--- src/plmd_pkg.sv ---
// Constants, encodings and types shared by the pointer load and move decoder.
// Assumes a core clock of 100 MHz and four clock quarters per instruction cycle.
package plmd_pkg;

  // ****************************************************************
  // Opcode prefixes and instruction fields
  // ****************************************************************
  localparam logic [5:0] OPC_PTR_HI  = 6'h38;
  localparam logic [7:0] OPC_PTR_LO  = 8'hF0;
  localparam logic [5:0] OPC_RMOV    = 6'h14;
  localparam logic [3:0] OPC_FSM_SRC = 4'hC;
  localparam logic [3:0] OPC_FSM_DST = 4'hF;
  localparam logic [1:0] PTR_BAD_SEL = 2'h3;
  localparam int         DEST_BIT    = 9;
  localparam int         BANK_BIT    = 8;

  // ****************************************************************
  // Addressing
  // ****************************************************************
  localparam logic [7:0] INDEX_LIMIT    = 8'h5F;
  localparam logic [7:0] ACCESS_SPLIT   = 8'h80;
  localparam logic [3:0] ACCESS_LO_BANK = 4'h0;
  localparam logic [3:0] ACCESS_HI_BANK = 4'hF;
  localparam int         INDEX_PTR      = 2;

  // ****************************************************************
  // Instruction cycle quarters
  // ****************************************************************
  localparam logic [1:0] QTR_1 = 2'h0;
  localparam logic [1:0] QTR_2 = 2'h1;
  localparam logic [1:0] QTR_3 = 2'h2;
  localparam logic [1:0] QTR_4 = 2'h3;

  // ****************************************************************
  // Register map and fields
  // ****************************************************************
  localparam logic [11:0] ADDR_CTRL = 12'h000;
  localparam logic [11:0] ADDR_WREG = 12'h004;
  localparam logic [11:0] ADDR_PTR0 = 12'h008;
  localparam logic [11:0] ADDR_PTR1 = 12'h00C;
  localparam logic [11:0] ADDR_PTR2 = 12'h010;
  localparam logic [11:0] ADDR_STAT = 12'h014;
  localparam int          CTRL_EXT_BIT  = 0;
  localparam int          CTRL_BANK_LSB = 8;
  localparam int          STAT_Z_BIT    = 0;
  localparam int          STAT_N_BIT    = 1;
  localparam int          STAT_BUSY_BIT = 2;
  localparam logic        RST_EXT  = 1'b0;
  localparam logic [3:0]  RST_BANK = 4'h0;
  localparam logic [7:0]  RST_WREG = 8'h00;
  localparam logic [11:0] RST_PTR  = 12'h000;

  // ****************************************************************
  // Types
  // ****************************************************************
  typedef enum logic [1:0] {
    ST_FIRST   = 2'h0,
    ST_PTR_LO  = 2'h1,
    ST_FSM_DST = 2'h2
  } plmd_seq_t;

  typedef enum logic [2:0] {
    OP_NONE    = 3'h0,
    OP_PTR_HI  = 3'h1,
    OP_PTR_LO  = 3'h2,
    OP_RMOV    = 3'h3,
    OP_FSM_SRC = 3'h4,
    OP_FSM_DST = 3'h5
  } plmd_op_t;

endpackage

--- src/plmd_addr_gen.sv ---
// Data address former for the register move instruction.
// Assumes all inputs are stable, same-clock values from the decoder.
`timescale 1ns/10ps
`default_nettype none
module plmd_addr_gen (
  input  wire logic [7:0]  reg_sel,
  input  wire logic        bank_bit,
  input  wire logic [3:0]  bank_selector,
  input  wire logic        ext_enable,
  input  wire logic [11:0] index_base,
  output logic      [11:0] data_addr
);

  // ****************************************************************
  // Bank, access or indexed address
  // ****************************************************************
  always_comb begin
    if (bank_bit) begin
      data_addr = {bank_selector, reg_sel};
    end else if (ext_enable && reg_sel <= plmd_pkg::INDEX_LIMIT) begin
      // Wraps inside the 4 KB space, no carry out
      data_addr = index_base + {4'h0, reg_sel};
    end else if (reg_sel < plmd_pkg::ACCESS_SPLIT) begin
      data_addr = {plmd_pkg::ACCESS_LO_BANK, reg_sel};
    end else begin
      data_addr = {plmd_pkg::ACCESS_HI_BANK, reg_sel};
    end
  end

endmodule
`default_nettype wire

--- src/plmd_top.sv ---
// Decode and execution of pointer literal load, register move and full space move.
// Assumes instruction words and data memory read data on the same clock, memory
// read data valid in the cycle of the read strobe, and an APB master for control.
//
// Functional notes
// - Pointer load: two words, 111000 then F0
// - Pointer load writes 12-bit literal, select 0..2
// - Register move targets working or source register
// - Bank bit picks access bank or bank selector
// - Extended set indexes addresses up to 5F
// - Full space move copies source to destination
// - Source read first cycle, destination written second Q4
//
// Our own choices: the APB interface to the registers and the address map.
`timescale 1ns/10ps
`default_nettype none
module plmd_top (
  input  wire logic        mclk,
  input  wire logic        sys_rst,
  input  wire logic        ce,
  input  wire logic [15:0] instr_word,
  input  wire logic        instr_valid,
  input  wire logic        skip_exec,
  output logic             instr_ack,
  output logic      [11:0] mem_addr,
  output logic             mem_rd,
  input  wire logic [7:0]  mem_rdata,
  output logic             mem_wr,
  output logic      [7:0]  mem_wdata,
  output logic      [7:0]  wreg,
  output logic             flag_negative,
  output logic             flag_zero,
  output logic      [11:0] ptr0,
  output logic      [11:0] ptr1,
  output logic      [11:0] ptr2,
  input  wire logic        psel,
  input  wire logic        penable,
  input  wire logic        pwrite,
  input  wire logic [11:0] paddr,
  input  wire logic [31:0] pwdata,
  input  wire logic [3:0]  pstrb,
  output logic      [31:0] prdata,
  output logic             pready,
  output logic             pslverr
);

  // ****************************************************************
  // State
  // ****************************************************************
  typedef struct packed {
    logic [1:0]             q;
    plmd_pkg::plmd_seq_t    st;
    plmd_pkg::plmd_op_t     op;
    logic [15:0]            word;
    logic                   skip;
    logic [1:0]             sel;
    logic [3:0]             lit_hi;
    logic [7:0]             data;
    logic [2:0][11:0]       ptr;
    logic [7:0]             wreg;
    logic                   nf;
    logic                   zf;
    logic                   ext;
    logic [3:0]             bank;
    logic                   instr_ack;
    logic [11:0]            mem_addr;
    logic                   mem_rd;
    logic                   mem_wr;
    logic [7:0]             mem_wdata;
    logic [31:0]            prdata;
    logic                   pready;
    logic                   pslverr;
  } plmd_top_state_t;

  plmd_top_state_t s;
  plmd_top_state_t next_s;
  logic [11:0]     rmov_addr;

  // ****************************************************************
  // Helpers
  // ****************************************************************
  function automatic logic apb_hit(input logic [11:0] a);
    apb_hit = (a == plmd_pkg::ADDR_CTRL) || (a == plmd_pkg::ADDR_WREG) ||
              (a == plmd_pkg::ADDR_PTR0) || (a == plmd_pkg::ADDR_PTR1) ||
              (a == plmd_pkg::ADDR_PTR2) || (a == plmd_pkg::ADDR_STAT);
  endfunction

  function automatic logic [31:0] apb_read(input logic [11:0] a, input plmd_top_state_t c);
    logic [31:0] r;
    r = 32'h0000_0000;
    case (a)
      plmd_pkg::ADDR_CTRL: begin
        r[plmd_pkg::CTRL_EXT_BIT] = c.ext;
        r[plmd_pkg::CTRL_BANK_LSB +: 4] = c.bank;
      end
      plmd_pkg::ADDR_WREG: r[7:0] = c.wreg;
      plmd_pkg::ADDR_PTR0: r[11:0] = c.ptr[0];
      plmd_pkg::ADDR_PTR1: r[11:0] = c.ptr[1];
      plmd_pkg::ADDR_PTR2: r[11:0] = c.ptr[2];
      plmd_pkg::ADDR_STAT: begin
        r[plmd_pkg::STAT_Z_BIT] = c.zf;
        r[plmd_pkg::STAT_N_BIT] = c.nf;
        r[plmd_pkg::STAT_BUSY_BIT] = (c.st != plmd_pkg::ST_FIRST);
      end
      default: r = 32'h0000_0000;
    endcase
    apb_read = r;
  endfunction

  plmd_addr_gen u_addr_gen (
    .reg_sel       (instr_word[7:0]),
    .bank_bit      (instr_word[plmd_pkg::BANK_BIT]),
    .bank_selector (s.bank),
    .ext_enable    (s.ext),
    .index_base    (s.ptr[plmd_pkg::INDEX_PTR]),
    .data_addr     (rmov_addr)
  );

  // ****************************************************************
  // Next state
  // ****************************************************************
  always_comb begin
    next_s = s;
    next_s.instr_ack = 1'b0;
    next_s.pready = 1'b0;
    next_s.pslverr = 1'b0;
    next_s.q = s.q + 2'h1;

    // No wait state: decoding in the setup cycle keeps prdata and pready straight from flops
    if (psel && !penable && !s.pready) begin
      next_s.pready = 1'b1;
      next_s.prdata = apb_read(paddr, s);
      next_s.pslverr = !apb_hit(paddr);
    end
    if (psel && penable && s.pready && pwrite && apb_hit(paddr)) begin
      if (paddr == plmd_pkg::ADDR_CTRL && pstrb[0]) begin
        next_s.ext = pwdata[plmd_pkg::CTRL_EXT_BIT];
      end
      if (paddr == plmd_pkg::ADDR_CTRL && pstrb[1]) begin
        next_s.bank = pwdata[plmd_pkg::CTRL_BANK_LSB +: 4];
      end
      if (paddr == plmd_pkg::ADDR_WREG && pstrb[0]) begin
        next_s.wreg = pwdata[7:0];
      end
    end

    case (s.q)
      plmd_pkg::QTR_1: begin
        next_s.op = plmd_pkg::OP_NONE;
        // No word offered: the cycle idles and a pending second word still waits
        if (instr_valid) begin
          next_s.instr_ack = 1'b1;
          next_s.word = instr_word;
          case (s.st)
            plmd_pkg::ST_FIRST: begin
              next_s.skip = skip_exec;
              if (instr_word[15:10] == plmd_pkg::OPC_PTR_HI &&
                  instr_word[9:8] != plmd_pkg::PTR_BAD_SEL) begin
                next_s.sel = instr_word[9:8];
                next_s.lit_hi = instr_word[3:0];
                next_s.st = plmd_pkg::ST_PTR_LO;
                if (!skip_exec) begin
                  next_s.op = plmd_pkg::OP_PTR_HI;
                end
              end else if (instr_word[15:10] == plmd_pkg::OPC_RMOV) begin
                if (!skip_exec) begin
                  next_s.op = plmd_pkg::OP_RMOV;
                  next_s.mem_addr = rmov_addr;
                  next_s.mem_rd = 1'b1;
                end
              end else if (instr_word[15:12] == plmd_pkg::OPC_FSM_SRC) begin
                next_s.st = plmd_pkg::ST_FSM_DST;
                if (!skip_exec) begin
                  next_s.op = plmd_pkg::OP_FSM_SRC;
                  next_s.mem_addr = instr_word[11:0];
                  next_s.mem_rd = 1'b1;
                end
              end
            end
            plmd_pkg::ST_PTR_LO: begin
              next_s.st = plmd_pkg::ST_FIRST;
              if (instr_word[15:8] == plmd_pkg::OPC_PTR_LO && !s.skip) begin
                next_s.op = plmd_pkg::OP_PTR_LO;
              end
            end
            plmd_pkg::ST_FSM_DST: begin
              next_s.st = plmd_pkg::ST_FIRST;
              if (instr_word[15:12] == plmd_pkg::OPC_FSM_DST && !s.skip) begin
                next_s.op = plmd_pkg::OP_FSM_DST;
              end
            end
            default: begin
              next_s.st = plmd_pkg::ST_FIRST;
            end
          endcase
        end
      end
      plmd_pkg::QTR_2: begin
        next_s.mem_rd = 1'b0;
        if (s.op == plmd_pkg::OP_RMOV || s.op == plmd_pkg::OP_FSM_SRC) begin
          next_s.data = mem_rdata;
        end
      end
      plmd_pkg::QTR_3: begin
        if (s.op == plmd_pkg::OP_RMOV && s.word[plmd_pkg::DEST_BIT]) begin
          next_s.mem_wr = 1'b1;
          next_s.mem_wdata = s.data;
        end
        if (s.op == plmd_pkg::OP_FSM_DST) begin
          // Second word only writes; the bus is not read again
          next_s.mem_addr = s.word[11:0];
          next_s.mem_wr = 1'b1;
          next_s.mem_wdata = s.data;
        end
      end
      plmd_pkg::QTR_4: begin
        next_s.mem_wr = 1'b0;
        case (s.op)
          plmd_pkg::OP_RMOV: begin
            if (!s.word[plmd_pkg::DEST_BIT]) begin
              next_s.wreg = s.data;
            end
            next_s.nf = s.data[7];
            next_s.zf = (s.data == 8'h00);
          end
          plmd_pkg::OP_PTR_HI: begin
            next_s.ptr[s.sel][11:8] = s.lit_hi;
          end
          plmd_pkg::OP_PTR_LO: begin
            next_s.ptr[s.sel][7:0] = s.word[7:0];
          end
          default: begin
            next_s.op = s.op;
          end
        endcase
      end
      default: begin
        next_s.q = plmd_pkg::QTR_1;
      end
    endcase
  end

  // ****************************************************************
  // Registers
  // ****************************************************************
  always_ff @(posedge mclk) begin
    if (sys_rst) begin
      s <= '0;
      s.st <= plmd_pkg::ST_FIRST;
      s.op <= plmd_pkg::OP_NONE;
      s.ext <= plmd_pkg::RST_EXT;
      s.bank <= plmd_pkg::RST_BANK;
      s.wreg <= plmd_pkg::RST_WREG;
      s.ptr <= {3{plmd_pkg::RST_PTR}};
    end else if (ce) begin
      s <= next_s;
    end
  end

  assign instr_ack     = s.instr_ack;
  assign mem_addr      = s.mem_addr;
  assign mem_rd        = s.mem_rd;
  assign mem_wr        = s.mem_wr;
  assign mem_wdata     = s.mem_wdata;
  assign wreg          = s.wreg;
  assign flag_negative = s.nf;
  assign flag_zero     = s.zf;
  assign ptr0          = s.ptr[0];
  assign ptr1          = s.ptr[1];
  assign ptr2          = s.ptr[2];
  assign prdata        = s.prdata;
  assign pready        = s.pready;
  assign pslverr       = s.pslverr;

endmodule
`default_nettype wire

--- config.mk ---
export PLATFORM = sky130hd
export DESIGN_NAME = plmd_top
export DESIGN_NICKNAME = d
export VERILOG_FILES = /design/src/plmd_pkg.sv /design/src/plmd_addr_gen.sv /design/src/plmd_top.sv
export SDC_FILE = /design/constraint.sdc
export NUM_CORES = 1
export LEC_CHECK = 0
export ABC_CLOCK_PERIOD_IN_PS = 3400
export BUFFER_PORTS_ARGS = -buffer_cell sky130_fd_sc_hd__buf_2
export CAP_MARGIN = 30
export CELL_PAD_IN_SITES_DETAIL_PLACEMENT = 1
export CELL_PAD_IN_SITES_GLOBAL_PLACEMENT = 1
export CORE_MARGIN = 2
export CORE_UTILIZATION = 42
export CTS_CLUSTER_SIZE = 25
export DETAILED_ROUTE_END_ITERATION = 6
export PLACE_DENSITY_LB_ADDON = 0.1
export RECOVER_POWER = 100
export REMOVE_ABC_BUFFERS = 1
export SYNTH_ARGS = -nofsm -noshare
export SYNTH_HDL_FRONTEND = slang
export SYNTH_SLANG_ARGS = --single-unit
--- constraint.sdc ---
create_clock -name mclk -period 3.4 [get_ports mclk]
set_input_delay 0 -clock mclk [delete_from_list [all_inputs] [get_ports mclk]]
set_output_delay 0 -clock mclk [all_outputs]
set_load 0.05 [all_outputs]
# Yosys cells after proc, flatten, opt, wreduce, memory -nomap -nowiden
# Index checks and enable logic that the tools add are counted.
[word_totals]
word_cells = 159
in_bits = 80
register_bits = 126
[classes]
n_reduce_logical = 50
n_mux = 48
magnitude_cmp = 4
eq_ne = 31
add_sub_neg = 2
[ops]
columns = ["op", "n"]
rows = [
  ["$mux W13", 6],
  ["$bwmux W36", 2],
  ["$pmux W36 S2", 1],
  ["$mux W12", 5],
  ["$demux W12 S2", 2],
  ["$mux W8", 4],
  ["$mux W26", 1],
  ["$eq A12 B4 Y1 const B", 2],
  ["$eq A12 B5 Y1 const B", 2],
  ["$pmux W12 S2", 1],
  ["$reduce_and A3 Y1", 8],
  ["$mux W10", 2],
  ["$pmux W5 S4", 1],
  ["$mux W9", 2],
  ["$ne A3 B3 Y1 const B", 6],
  ["$pmux W4 S4", 1],
  ["$logic_and A1 B1 Y1", 15],
  ["$mux W14", 1],
  ["$add A12 B8 Y12", 1],
  ["$eq A12 B3 Y1 const B", 1],
  ["$logic_not A12 Y1", 1],
  ["$reduce_bool A2 Y1", 6],
  ["$mux W2", 5],
  ["$mux W5", 2],
  ["other kinds (33)", 57],
]

# Logic depth before layout (Yosys ltp)
# Gate-level depths: netlist of run 1.
[depth]
word_depth = 11
depth_mapped = 9
ltp_nobuf = 8

# By module
# Synthesis of run 1 repeated with hierarchy kept, for this count alone.
[unflattened]
hier_cells = 822
hier_area_um2 = 7125.6
[by_module_without_submodules]
columns = ["mod", "seq_area_each_um2", "instances", "cells_per_inst", "area_each_um2"]
rows = [
  ["plmd_top", 2442.3, 1, 732, 6496.2],
  ["plmd_addr_gen", 0.0, 1, 90, 629.4],
]

# Worst setup path after synthesis of run 1
# Ideal clock, no wire load.
[synth_timing]
path_kind = "register to register"
start = "reg s, in the netlist pready"
end = "reg wreg[1] (netlist name)"
setup_ps = 133
t_arrival_ps = 1891
slack_ps = 1376
path_stages_with_launch = 7
cell_sequence = "dfxtp_1 and4_1 nand2_1 nor3b_4 nand2_2 a221oi_1 a2111oi_2"
[synth_between]
elab_chain_len = 7
[synth_rtl]
columns = ["item", "line", "source"]
rows = [
  ["start: declaration", "plmd_top.sv:75", "plmd_top_state_t s;"],
  ["start signal: assignment", "plmd_top.sv:256", "s <= next_s;"],
  ["$logic_and A1 B1 Y1 (*) (3 in a row)", "plmd_top.sv:135", "if (psel && penable && s.pready && pwrite && apb_hit(paddr)) begin"],
  ["$mux W8 (*)", "plmd_top.sv:135", ""],
  ["$mux W8", "plmd_top.sv:220", "if (!s.word[plmd_pkg::DEST_BIT]) begin"],
  ["$mux W10", "plmd_top.sv:218", "case (s.op)"],
  ["$mux W10 (*)", "plmd_top.sv:147", "case (s.q)"],
]
# Mark *: on every way between the ends. The rest lies on a longest branch, timed or not.
# A chain may end at the register's enable or synchronous reset.

# Final worst setup path of run 1
[layout_timing]
start = "reg s[144] (netlist name)"
end = "reg s[121] (netlist name)"
[layout_between]
elab_chain_len = 2
[layout_rtl]
columns = ["item", "line"]
rows = [
  ["$logic_not A2 Y1", "plmd_top.sv:147"],
  ["$reduce_and A5 Y1 (no line)", "n/a"],
]
# Every way passes these cells.

==> results by group, run 1 <==
Floorplanning
  – Core Region: about 16000 sq um
  – Rows: 46
  – I/O Pins: between 150 and 200
  – Die area: 17400 sq um
  – Die height: 132 um
  – Starting density of the core: 0.432
  – Die Width: approximately 130 um

Pwr
  – PD cells: 475 nW/um^2
  – Leak Pwr: between 2 and 3 nW
  – Worst IR Drop VDD: between 0.3 and 0.4 mV

STA
  – Fin crit share: 0.849
  – PnR worst setup slack: 0.515 ns
  – Endpoints failing setup: 0
  – Final hold violation count: 0
  – Slew Viols, Final: 37
  – Clock skew: 0.00783 ns
  – Min Tclk post-route: around 2.9 ns
  – Actual slew at the worst max-slew pin: ~1.6 ns
  – Rel. slew slack: -0.0853
  – Hold slack: about 0.054 ns
  – Setup TNS Final: 0 ns
  – RSZ-0062 raised after global routing: no
  – FMAX: between 300 and 400 MHz

Layout
  – Post-layout util: 0.489
  – Area grow syn2layout: 13.1%
  – FF+latch area: around 2400 sq um
  – Fin cells: approximately 1100
  – # fillers: 1973
  – Total Nets Final: roughly 980
  – Area occupied by multi-input gates: between 3000 and 4000 sq um
  – N_diodes: 0
  – Share of layout cells above drive strength 1: 0.127

CTS
  – Setup Buffers After CTS: 0
  – Num CTS Buffers: 17
  – CTS tree: done
  – H-tree depth: 4
  – CTS Buffer Depth: 2
  – CTS clk-pin slew, worst paths: approximately 0.05 ns
  – CTS sink count: approximately 120
  – Post-CTS resize count: 0
  – Worst-Skew Late Latency: 0.42 ns
  – CTS root buf: clkbuf_16

Setup path
  – WS Path Type: reg2reg
  – CP max FO: 16
  – Crit path required time: approximately 3.7 ns
  – Critical Path AT: about 3.2 ns
  – CP endpoint kind: flip-flop
  – Crit start category: flip-flop

Placement
  – Dpl cells: approximately 1000
  – Port Buf Inserts: 140
  – Final GP Congestion: 0.899
  – Hpwl dp: about 16 mm
  – Post-placement setup slack: 0.884 ns

Drt
  – Wire per inst: 19.3 um
  – TritonRoute pass-1 iters: 4
  – DR vias: between 6000 and 7000
  – Post-DRT Antenna Nets: 0
  – Via density: roughly 5.4
  – Initial DRC count: approximately 240
  – DRC: 0
  – Detailed Route WL: between 20 and 25 mm

Yosys
  – Post-synth EDFFs: 0
  – Mapped Cells: ~800
  – Post-Synthesis Cell Area: between 6000 and 7000 sq um
  – Top FF cell, synth: dfxtp_1
  – Synth unique cells: slightly above 70
  – Average size of a mapped cell: slightly below 9 sq um
  – Sequential element share of the synthesized area: 0.355
  – Post-synthesis register bit count: 122
  – Fraction of registers with async set/reset: 0
  – Ranking of synthesized cells by area: dfxtp_1 (35%), mux2i_1 (11%), buf_4 (10%)
  – Yosys top cell area share: 0.355
  – Area leader, netlist: dfxtp_1
  – Synth warnings: 0

Outcome
  – Failing checks: capacitance limit, slew limit
  – Status: complete, but fails checks

Global routing
  – Initial antenna violation count: 0
  – First-pass GRT wire length: 33.7 mm
  – Gr usage total: 0.245
  – Vias in the first global route: 6217
  – Total gr overflow: 0
  – Largest net degree at the start of global routing: between 40 and 50

Flow run
  – # Max-Cap Violations: 1

Hold path
  – Worst hold path class: in2reg
==> path summary, 6_finish.rpt <==
kind                                     start        end  slack (ns)  depth (start not counted)
worst max-delay path                    s[144]     s[121]        0.51                          8
worst min register to register       prdata[3]  prdata[3]        0.46                          2
worst min-delay path            instr_word[14]     s[143]        0.05                          5
worst max register to register          s[144]     s[121]        0.51                          8
==> worst max-delay path: stages, from the launching register on <==
cell,delay (ns)
dfxtp_1,0.34
inv_1,0.09
ha_1,0.29
and3_1,0.19
clkbuf_1,0.76
nand2_1,0.26
nor2_2,0.52
mux2i_1,0.25
nor2_1,0.05
==> layout make-up <==
cell class,count,share of cell area
inverters,9,0.00434
clock inverters,10,0.0149
flip-flops and latches,122,0.314
clock buffers,22,0.0622
well taps,216,0.0347
repair buffers,179,0.121
multi-input cells,553,0.449
==> synthesized netlist by cell type (all sizes together) (3+ instances only) <==
library cell	instances
o22ai	5
inv	8
a311oi	4
a221oi	9
ha	12
o2111ai	5
a211oi	10
nand3	14
a22o	4
nand2	71
or3	3
dfxtp	122
o211ai	6
o22a	5
a2111oi	9
and3	8
nand2b	7
o21ai	21
nor4	8
clkbuf	24
xnor2	7
mux2i	74
a22oi	24
nor2	132
o31ai	3
a21oi	40
nor3	11
nand4	3
buf	107
nor4b	3
nor2b	9
==> logic make-up (layout without fill, tap and decap cells) <==
logic type,after synthesis,in the layout,share of synthesized area
AO/OA/AOI/OAI,159,159,0.163
XOR/XNOR,9,9,0.0114
adder cells (fa/ha/maj),13,13,0.0247
buffers and inverters,141,220,0.142
flip-flops,122,122,0.355
multiplexers,74,74,0.108
other,1,20,0.000544
AND/OR/NAND/NOR,278,278,0.197
==> what timing repair did <==
action / in CTS / in global routing
hold buffers: 30 / 0
endpoints found under the setup margin: 0 / 0
hold endpoints to repair: 33 / 0
==> cell usage in the layout (no fill, tap or decap), types with 6 or more instances in the layout <==
cell type | netlist | layout
a21oi_1 | 40 | 40
a211oi_1 | 10 | 10
o211ai_1 | 6 | 6
a2111oi_0 | 1 | 7
clkbuf_16 | 0 | 17
clkbuf_1 | 18 | 89
a221oi_1 | 9 | 9
a22oi_1 | 24 | 24
nor2b_1 | 9 | 9
nand3_1 | 13 | 13
nand2_1 | 70 | 70
xnor2_1 | 7 | 7
ha_1 | 12 | 12
dlygate4sd3_1 | 0 | 30
dfxtp_1 | 122 | 122
nor3_1 | 11 | 11
buf_2 | 6 | 55
o21ai_0 | 21 | 21
inv_1 | 8 | 8
mux2i_1 | 74 | 74
nor2_1 | 129 | 131
conb_1 | 1 | 20
nand2b_1 | 6 | 6
==> registers in the layout (all words and copies together) (netlist names), 8 cells and up <==
register,count
prdata,12
wreg,8
ptr1,12
ptr2,12
mem_wdata,8
ptr0,12
s,39
mem_addr,12
==> metal layers <==
layer,share of wire,track usage
met5,0,0
met4,0.014,0.0761
met3,0.053,0.0469
met2,0.47,0.418
met1,0.46,0.312
==> metrics by stage <==
| stage | power, mW | instance area, sq um |
|---|---|---|
| after floorplan | 1.73 | 6020 |
| after global placement | 1.87 | 7060 |
| after detailed placement | 1.88 | 7060 |
| after CTS | 3.73 | 7960 |
| after global routing | 3.83 | 7790 |
| final | 3.70 | 7790 |
==> report_power, final <==
part	internal [mW]	total (mW)	switching, mW	leakage (nW)
clock	1.15	1.83	0.674	0.280
combinational	0.114	0.395	0.281	1.65
sequential	1.46	1.48	0.0236	0.986
Note: power is estimated with default switching activity, not from simulation.
==> run 2, diff against run 1 <==
--- a/config.mk
+++ b/config.mk
@@ -5,13 +5,13 @@
 export SDC_FILE = /design/constraint.sdc
 export NUM_CORES = 1
 export LEC_CHECK = 0
-export ABC_CLOCK_PERIOD_IN_PS = 3400
+export ABC_CLOCK_PERIOD_IN_PS = 2600
 export BUFFER_PORTS_ARGS = -buffer_cell sky130_fd_sc_hd__buf_2
 export CAP_MARGIN = 30
 export CELL_PAD_IN_SITES_DETAIL_PLACEMENT = 1
 export CELL_PAD_IN_SITES_GLOBAL_PLACEMENT = 1
 export CORE_MARGIN = 2
-export CORE_UTILIZATION = 42
+export CORE_UTILIZATION = 36
 export CTS_CLUSTER_SIZE = 25
 export DETAILED_ROUTE_END_ITERATION = 6
 export PLACE_DENSITY_LB_ADDON = 0.1
==> constraint.sdc (replaced) <==
create_clock -name mclk -period 2.6 [get_ports mclk]
set_input_delay 0 -clock mclk [delete_from_list [all_inputs] [get_ports mclk]]
set_output_delay 0 -clock mclk [all_outputs]
set_load 0.05 [all_outputs]
==> results by group, run 2 (synthesized netlist as in run 1, its figures left out) <==
Floorplanning
  – Die Width: around 140 um
  – Die area: around 20000 sq um
  – Die height: 142 um
  – Starting density of the core: 0.367
  – Rows: 50
  – Core Region: 18800 sq um
  – I/O Pins: between 150 and 200

Flow run
  – # Max-Cap Violations: 1

Placement
  – Area post-placement: ~7200 sq um
  – Hpwl dp: approximately 16 mm
  – Final GP Congestion: around 0.86
  – Port Buf Inserts: 140

Pwr
  – PD cells: between 600 and 700 nW/um^2
  – Switching share of power: 0.262
  – Leak Pwr: roughly 3 nW
  – Total chip power: between 5 and 6 mW
  – Comb pwr share: 0.104
  – Internal power: roughly 3.7 mW
  – Worst IR Drop VDD: around 0.44 mV
  – Clock Power Share: 0.509
  – Sw power: ~1.3 mW
  – Sequential Power Share: 0.387

STA
  – Setup TNS Final: 0 ns
  – Rel. slew slack: -0.164
  – Min Tclk post-route: between 2 and 2.5 ns
  – Endpoints failing setup: 0
  – Actual slew at the worst max-slew pin: 1.75 ns
  – Hold slack: between 0.05 and 0.06 ns
  – RSZ-0062 raised after global routing: no
  – Clock skew: between 0.01 and 0.015 ns
  – Slew Viols, Final: 37
  – Fin crit share: 0.897
  – Final hold violation count: 0
  – FMAX: between 400 and 500 MHz

Drt
  – DRC: 0
  – Via density: approximately 5.3
  – Initial DRC count: 270
  – Wire per inst: around 19 um
  – Post-DRT Antenna Nets: 0
  – TritonRoute pass-1 iters: 5
  – Detailed Route WL: ~22 mm
  – DR vias: approximately 6000

CTS
  – Num CTS Buffers: 17
  – CTS Buffer Depth: 2
  – Worst-Skew Late Latency: ~0.42 ns
  – CTS sink count: 122
  – CTS tree: done
  – CTS root buf: clkbuf_16
  – H-tree depth: 4
  – Setup Buffers After CTS: 0
  – CTS clk-pin slew, worst paths: roughly 0.060 ns
  – Post-CTS resize count: 0

Setup path
  – CP max FO: 4
  – WS Path Type: reg2reg
  – Crit path required time: 2.82 ns
  – Critical Path AT: between 2 and 3 ns
  – Crit start category: flip-flop
  – CP endpoint kind: flip-flop

Global routing
  – Total gr overflow: 0
  – Largest net degree at the start of global routing: 42
  – First-pass GRT wire length: 34.7 mm
  – Gr usage total: 0.220
  – Initial antenna violation count: 0
  – Vias in the first global route: about 6200

Layout
  – Top reg by flops: s
  – Most common cell after layout, fill and taps aside: nor2_1
  – Max reg flops: 39
  – N_diodes: 0
  – # fillers: between 2000 and 2500
  – Total Nets Final: approximately 1000
  – Commonest non-fill, non-tap cells in the layout: nor2_1 (130), dfxtp_1 (122), clkbuf_1 (88)
  – Area grow syn2layout: 14.9%
  – Final instance area: 7910 sq um
  – Share of layout cells above drive strength 1: 0.140

Outcome
  – Failing checks: capacitance limit, slew limit
  – Status: complete, but fails checks

Hold path
  – Worst hold path class: in2reg
==> run 2: changes by cell type in the layout (fill, tap and decap cells not counted), sizes merged <==
cell	before	now
buf	59	68
clkinv	4	9
clkinvlp	5	1
clkbuf	112	109
bufinv	2	4
dlygate4sd3	30	29
inv	8	9
==> run 2: stage by stage <==
step / instances / worst slack [ns] / utilization
after CTS: 1138 / 0.301 / 0.430
after global placement: 1077 / 0.386 / 0.381
final: 1138 / 0.269 / 0.422
after global routing: 1138 / 0.0714 / 0.422
after detailed placement: 1077 / 0.327 / 0.381
after floorplan: 684 / 0.348 / -
==> run 2: critical path: stages, from the launching register on <==
cell	delay [ns]
dfxtp_1	0.36
ha_1	0.25
fa_1	0.45
a211oi_1	0.32
o21ai_0	0.15
xor2_1	0.16
a222oi_1	0.33
a211oi_1	0.12
==> run 2: worst paths after layout <==
path                                startpoint          end  slack, ns  depth (start not counted)
worst min-delay path            instr_word[14]       s[143]       0.05                          5
worst max-delay path                   ptr2[0]  mem_addr[6]       0.27                          7
worst max register to register         ptr2[0]  mem_addr[6]       0.27                          7
worst min register to register       prdata[4]    prdata[4]       0.46                          2
==> run 2: layer usage <==
layer	GRT usage	wire length, um
met2	0.361	10100
met3	0.0336	1000
met4	0.0641	257
met5	0	0
met1	0.301	10700
==> run 2: power by group through the flow <==
stage / combinational, mW / clock, mW / sequential [mW]
after floorplan: 0.223 / 0 / 2.03
after global placement: 0.486 / 0 / 1.97
after detailed placement: 0.496 / 0 / 1.97
after CTS: 0.533 / 2.60 / 1.93
after global routing: 0.568 / 2.68 / 1.94
final: 0.520 / 2.55 / 1.93
==> run 2: cell type report <==
type,count,area [sq um],area share
clock buffers,18,439,0.0555
clock inverters,14,195,0.0247
inverters,9,33.8,0.00427
multi-input cells,553,3500,0.443
flip-flops and latches,122,2440,0.309
well taps,234,293,0.0370
repair buffers,188,1010,0.127
==> run 2: repair_timing <==
item,4_1_cts,5_1_grt
hold endpoints to repair,37,0
hold buffers,29,0
endpoints found under the setup margin,0,0
==> run 3, diff against run 2 <==
--- a/config.mk
+++ b/config.mk
@@ -5,13 +5,13 @@
 export SDC_FILE = /design/constraint.sdc
 export NUM_CORES = 1
 export LEC_CHECK = 0
-export ABC_CLOCK_PERIOD_IN_PS = 2600
+export ABC_CLOCK_PERIOD_IN_PS = 2500
 export BUFFER_PORTS_ARGS = -buffer_cell sky130_fd_sc_hd__buf_2
 export CAP_MARGIN = 30
 export CELL_PAD_IN_SITES_DETAIL_PLACEMENT = 1
 export CELL_PAD_IN_SITES_GLOBAL_PLACEMENT = 1
 export CORE_MARGIN = 2
-export CORE_UTILIZATION = 36
+export CORE_UTILIZATION = 39
 export CTS_CLUSTER_SIZE = 25
 export DETAILED_ROUTE_END_ITERATION = 6
 export PLACE_DENSITY_LB_ADDON = 0.1
==> constraint.sdc (replaced) <==
create_clock -name mclk -period 2.5 [get_ports mclk]
set_input_delay 0 -clock mclk [delete_from_list [all_inputs] [get_ports mclk]]
set_output_delay 0 -clock mclk [all_outputs]
set_load 0.05 [all_outputs]
==> results by group, run 3 (synthesized netlist as in run 1, its figures left out) <==
Setup path
  – Slowest CP cell: fa_1
  – Crit path capture: mem_addr[8]
  – CP startpoint: ptr2[0]
  – Critical Path Stages: 8
  – Crit-path most repeated cell: o211ai_1
  – CP Cell Sequence: ha_1, fa_1, a211oi_1, o211ai_1, o21ai_0, xnor2_1, o211ai_1, a311oi_1
  – Crit path required time: 2.83 ns
  – WS Path Type: reg2reg
  – Critical Path AT: between 2 and 3 ns
  – Slowest stage delay, CP: between 0.4 and 0.5 ns
  – CP bufs+invs: 0
  – R2r endpoint: mem_addr[8]
  – CP max FO: 4
  – Worst r2r src: ptr2[0]
  – Crit start category: flip-flop
  – Top delay family on crit path: compound AO/OA/AOI/OAI gates
  – R2R Setup Slk: 0.17 ns
  – CP endpoint kind: flip-flop
  – R2R cell count: 8

Floorplanning
  – I/O Pins: 183
  – Die height: around 140 um
  – Core Region: ~17000 sq um
  – Starting density of the core: 0.398
  – Rows: 48
  – Die Width: between 100 and 150 um
  – Die area: 18700 sq um

Pwr
  – PD cells: approximately 660 nW/um^2
  – Leak Pwr: about 3.0 nW
  – Worst IR Drop VDD: 0.511 mV

Placement
  – Final GP Congestion: 0.835
  – Hpwl dp: approximately 16 mm
  – Area post-placement: approximately 7000 sq um
  – Port Buf Inserts: 140

Global routing
  – Initial antenna violation count: 0
  – Vias in the first global route: roughly 6200
  – Largest net degree at the start of global routing: between 70 and 80
  – First-pass GRT wire length: between 30 and 40 mm
  – Gr usage total: 0.231
  – Total gr overflow: 0

Drt
  – TritonRoute pass-1 iters: 4
  – DRC: 0
  – DR vias: ~6000
  – Post-DRT Antenna Nets: 0
  – Initial DRC count: around 240
  – Detailed Route WL: 21.4 mm
  – Wire per inst: 19.0 um
  – Via density: between 5 and 6

Layout
  – Area grow syn2layout: 14.1%
  – Top reg by flops: s
  – Final instance area: between 7000 and 8000 sq um
  – Share of layout cells above drive strength 1: 0.138
  – N_diodes: 0
  – # fillers: ~2100
  – Most common cell after layout, fill and taps aside: nor2_1
  – Max reg flops: 39
  – Total Nets Final: ~1000
  – Commonest non-fill, non-tap cells in the layout: nor2_1 (130), dfxtp_1 (122), clkbuf_1 (90)

STA
  – Slew Viols, Final: 0
  – Final hold violation count: 1
  – Fin crit share: 0.931
  – Clock skew: about 0.012 ns
  – Min Tclk post-route: roughly 2.3 ns
  – Hold slack: -0.00597 ns
  – RSZ-0062 raised after global routing: no
  – Endpoints failing setup: 0
  – Setup TNS Final: 0 ns
  – Actual slew at the worst max-slew pin: around 0.96 ns
  – FMAX: between 400 and 500 MHz
  – Rel. slew slack: 0.356

CTS
  – CTS sink count: between 100 and 150
  – CTS root buf: clkbuf_16
  – H-tree depth: 4
  – CTS clk-pin slew, worst paths: 0.06 ns
  – Num CTS Buffers: 17
  – CTS tree: done
  – Worst-Skew Late Latency: roughly 0.42 ns
  – CTS Buffer Depth: 2

Flow run
  – # Max-Cap Violations: 0

Outcome
  – Failing checks: hold timing
  – Status: complete, but fails checks

Hold path
  – Worst hold path class: in2reg
  – Hold Path Depth: 4
## run 3: changes by cell type in the layout (fill, tap and decap cells not counted), sizes merged
| cell | change |
|---|---|
| inv | -1 |
| clkbuf | +3 |
| clkinvlp | +2 |
| clkinv | -5 |
| dlygate4sd3 | -3 |
## run 3: power by group
group	switching [mW]	total, mW	leakage, nW	internal [mW]
sequential	0.0340	2.01	0.986	1.98
clock	0.902	2.65	0.303	1.75
combinational	0.377	0.533	1.66	0.156
total	1.31	5.20	2.95	3.89
## run 3: through the flow
stage	power (mW)	hold WS, ns	setup slack [ns]	util	cells
global placement	2.55	0.236	0.278	0.412	1066
finish	5.20	-0.00597	0.174	0.454	1125
floorplan	2.35	0.0689	0.248	-	684
CTS	5.25	0.00503	0.144	0.465	1125
detailed placement	2.57	0.244	0.175	0.413	1067
global route	5.38	0.0238	0.0396	0.454	1125
## run 3: final cells by class
type,instances,area (sq um),share of cell area
clock inverter,10,165,0.0210
inverter,9,33.8,0.00430
sequential,122,2440,0.311
clock buffer,22,474,0.0604
tap,225,282,0.0358
multi-input combinational,553,3490,0.444
timing repair buffer,184,971,0.124
## run 3: routing by layer
metal	share of wire	wire length, um	track usage	vias up
li1	-	-	-	2884
met1	0.46	9740	0.303	2958
met3	0.048	1030	0.0311	24
met4	0.018	391	0.0727	0
met5	0	0	0	-
met2	0.48	10200	0.394	177
## run 3: tightest hold or removal path, stage by stage
cell	delay, ns
buf_2	0.13
nor4_1	0.06
a21oi_1	0.13
nor2_1	0.05
## run 3: worst min path at each step
stage / start / end / slack, ns
3_3_place_gp: mem_rdata[7] / s[115] / 0.24
4_1_cts: instr_word[13] / s[143] / 0.005
3_5_place_dp: mem_rdata[1] / s[109] / 0.24
6_report: instr_word[13] / s[143] / -0.006
2_1_floorplan: sys_rst / wreg[1] / 0.07
5_1_grt: instr_word[13] / s[143] / 0.02
## run 3: what timing repair did
item	4_1_cts	5_1_grt
endpoints found under the hold margin	32	0
setup buffers	0	0
resized for setup	0	1
hold buffers	26	0
setup endpoints to repair	0	3
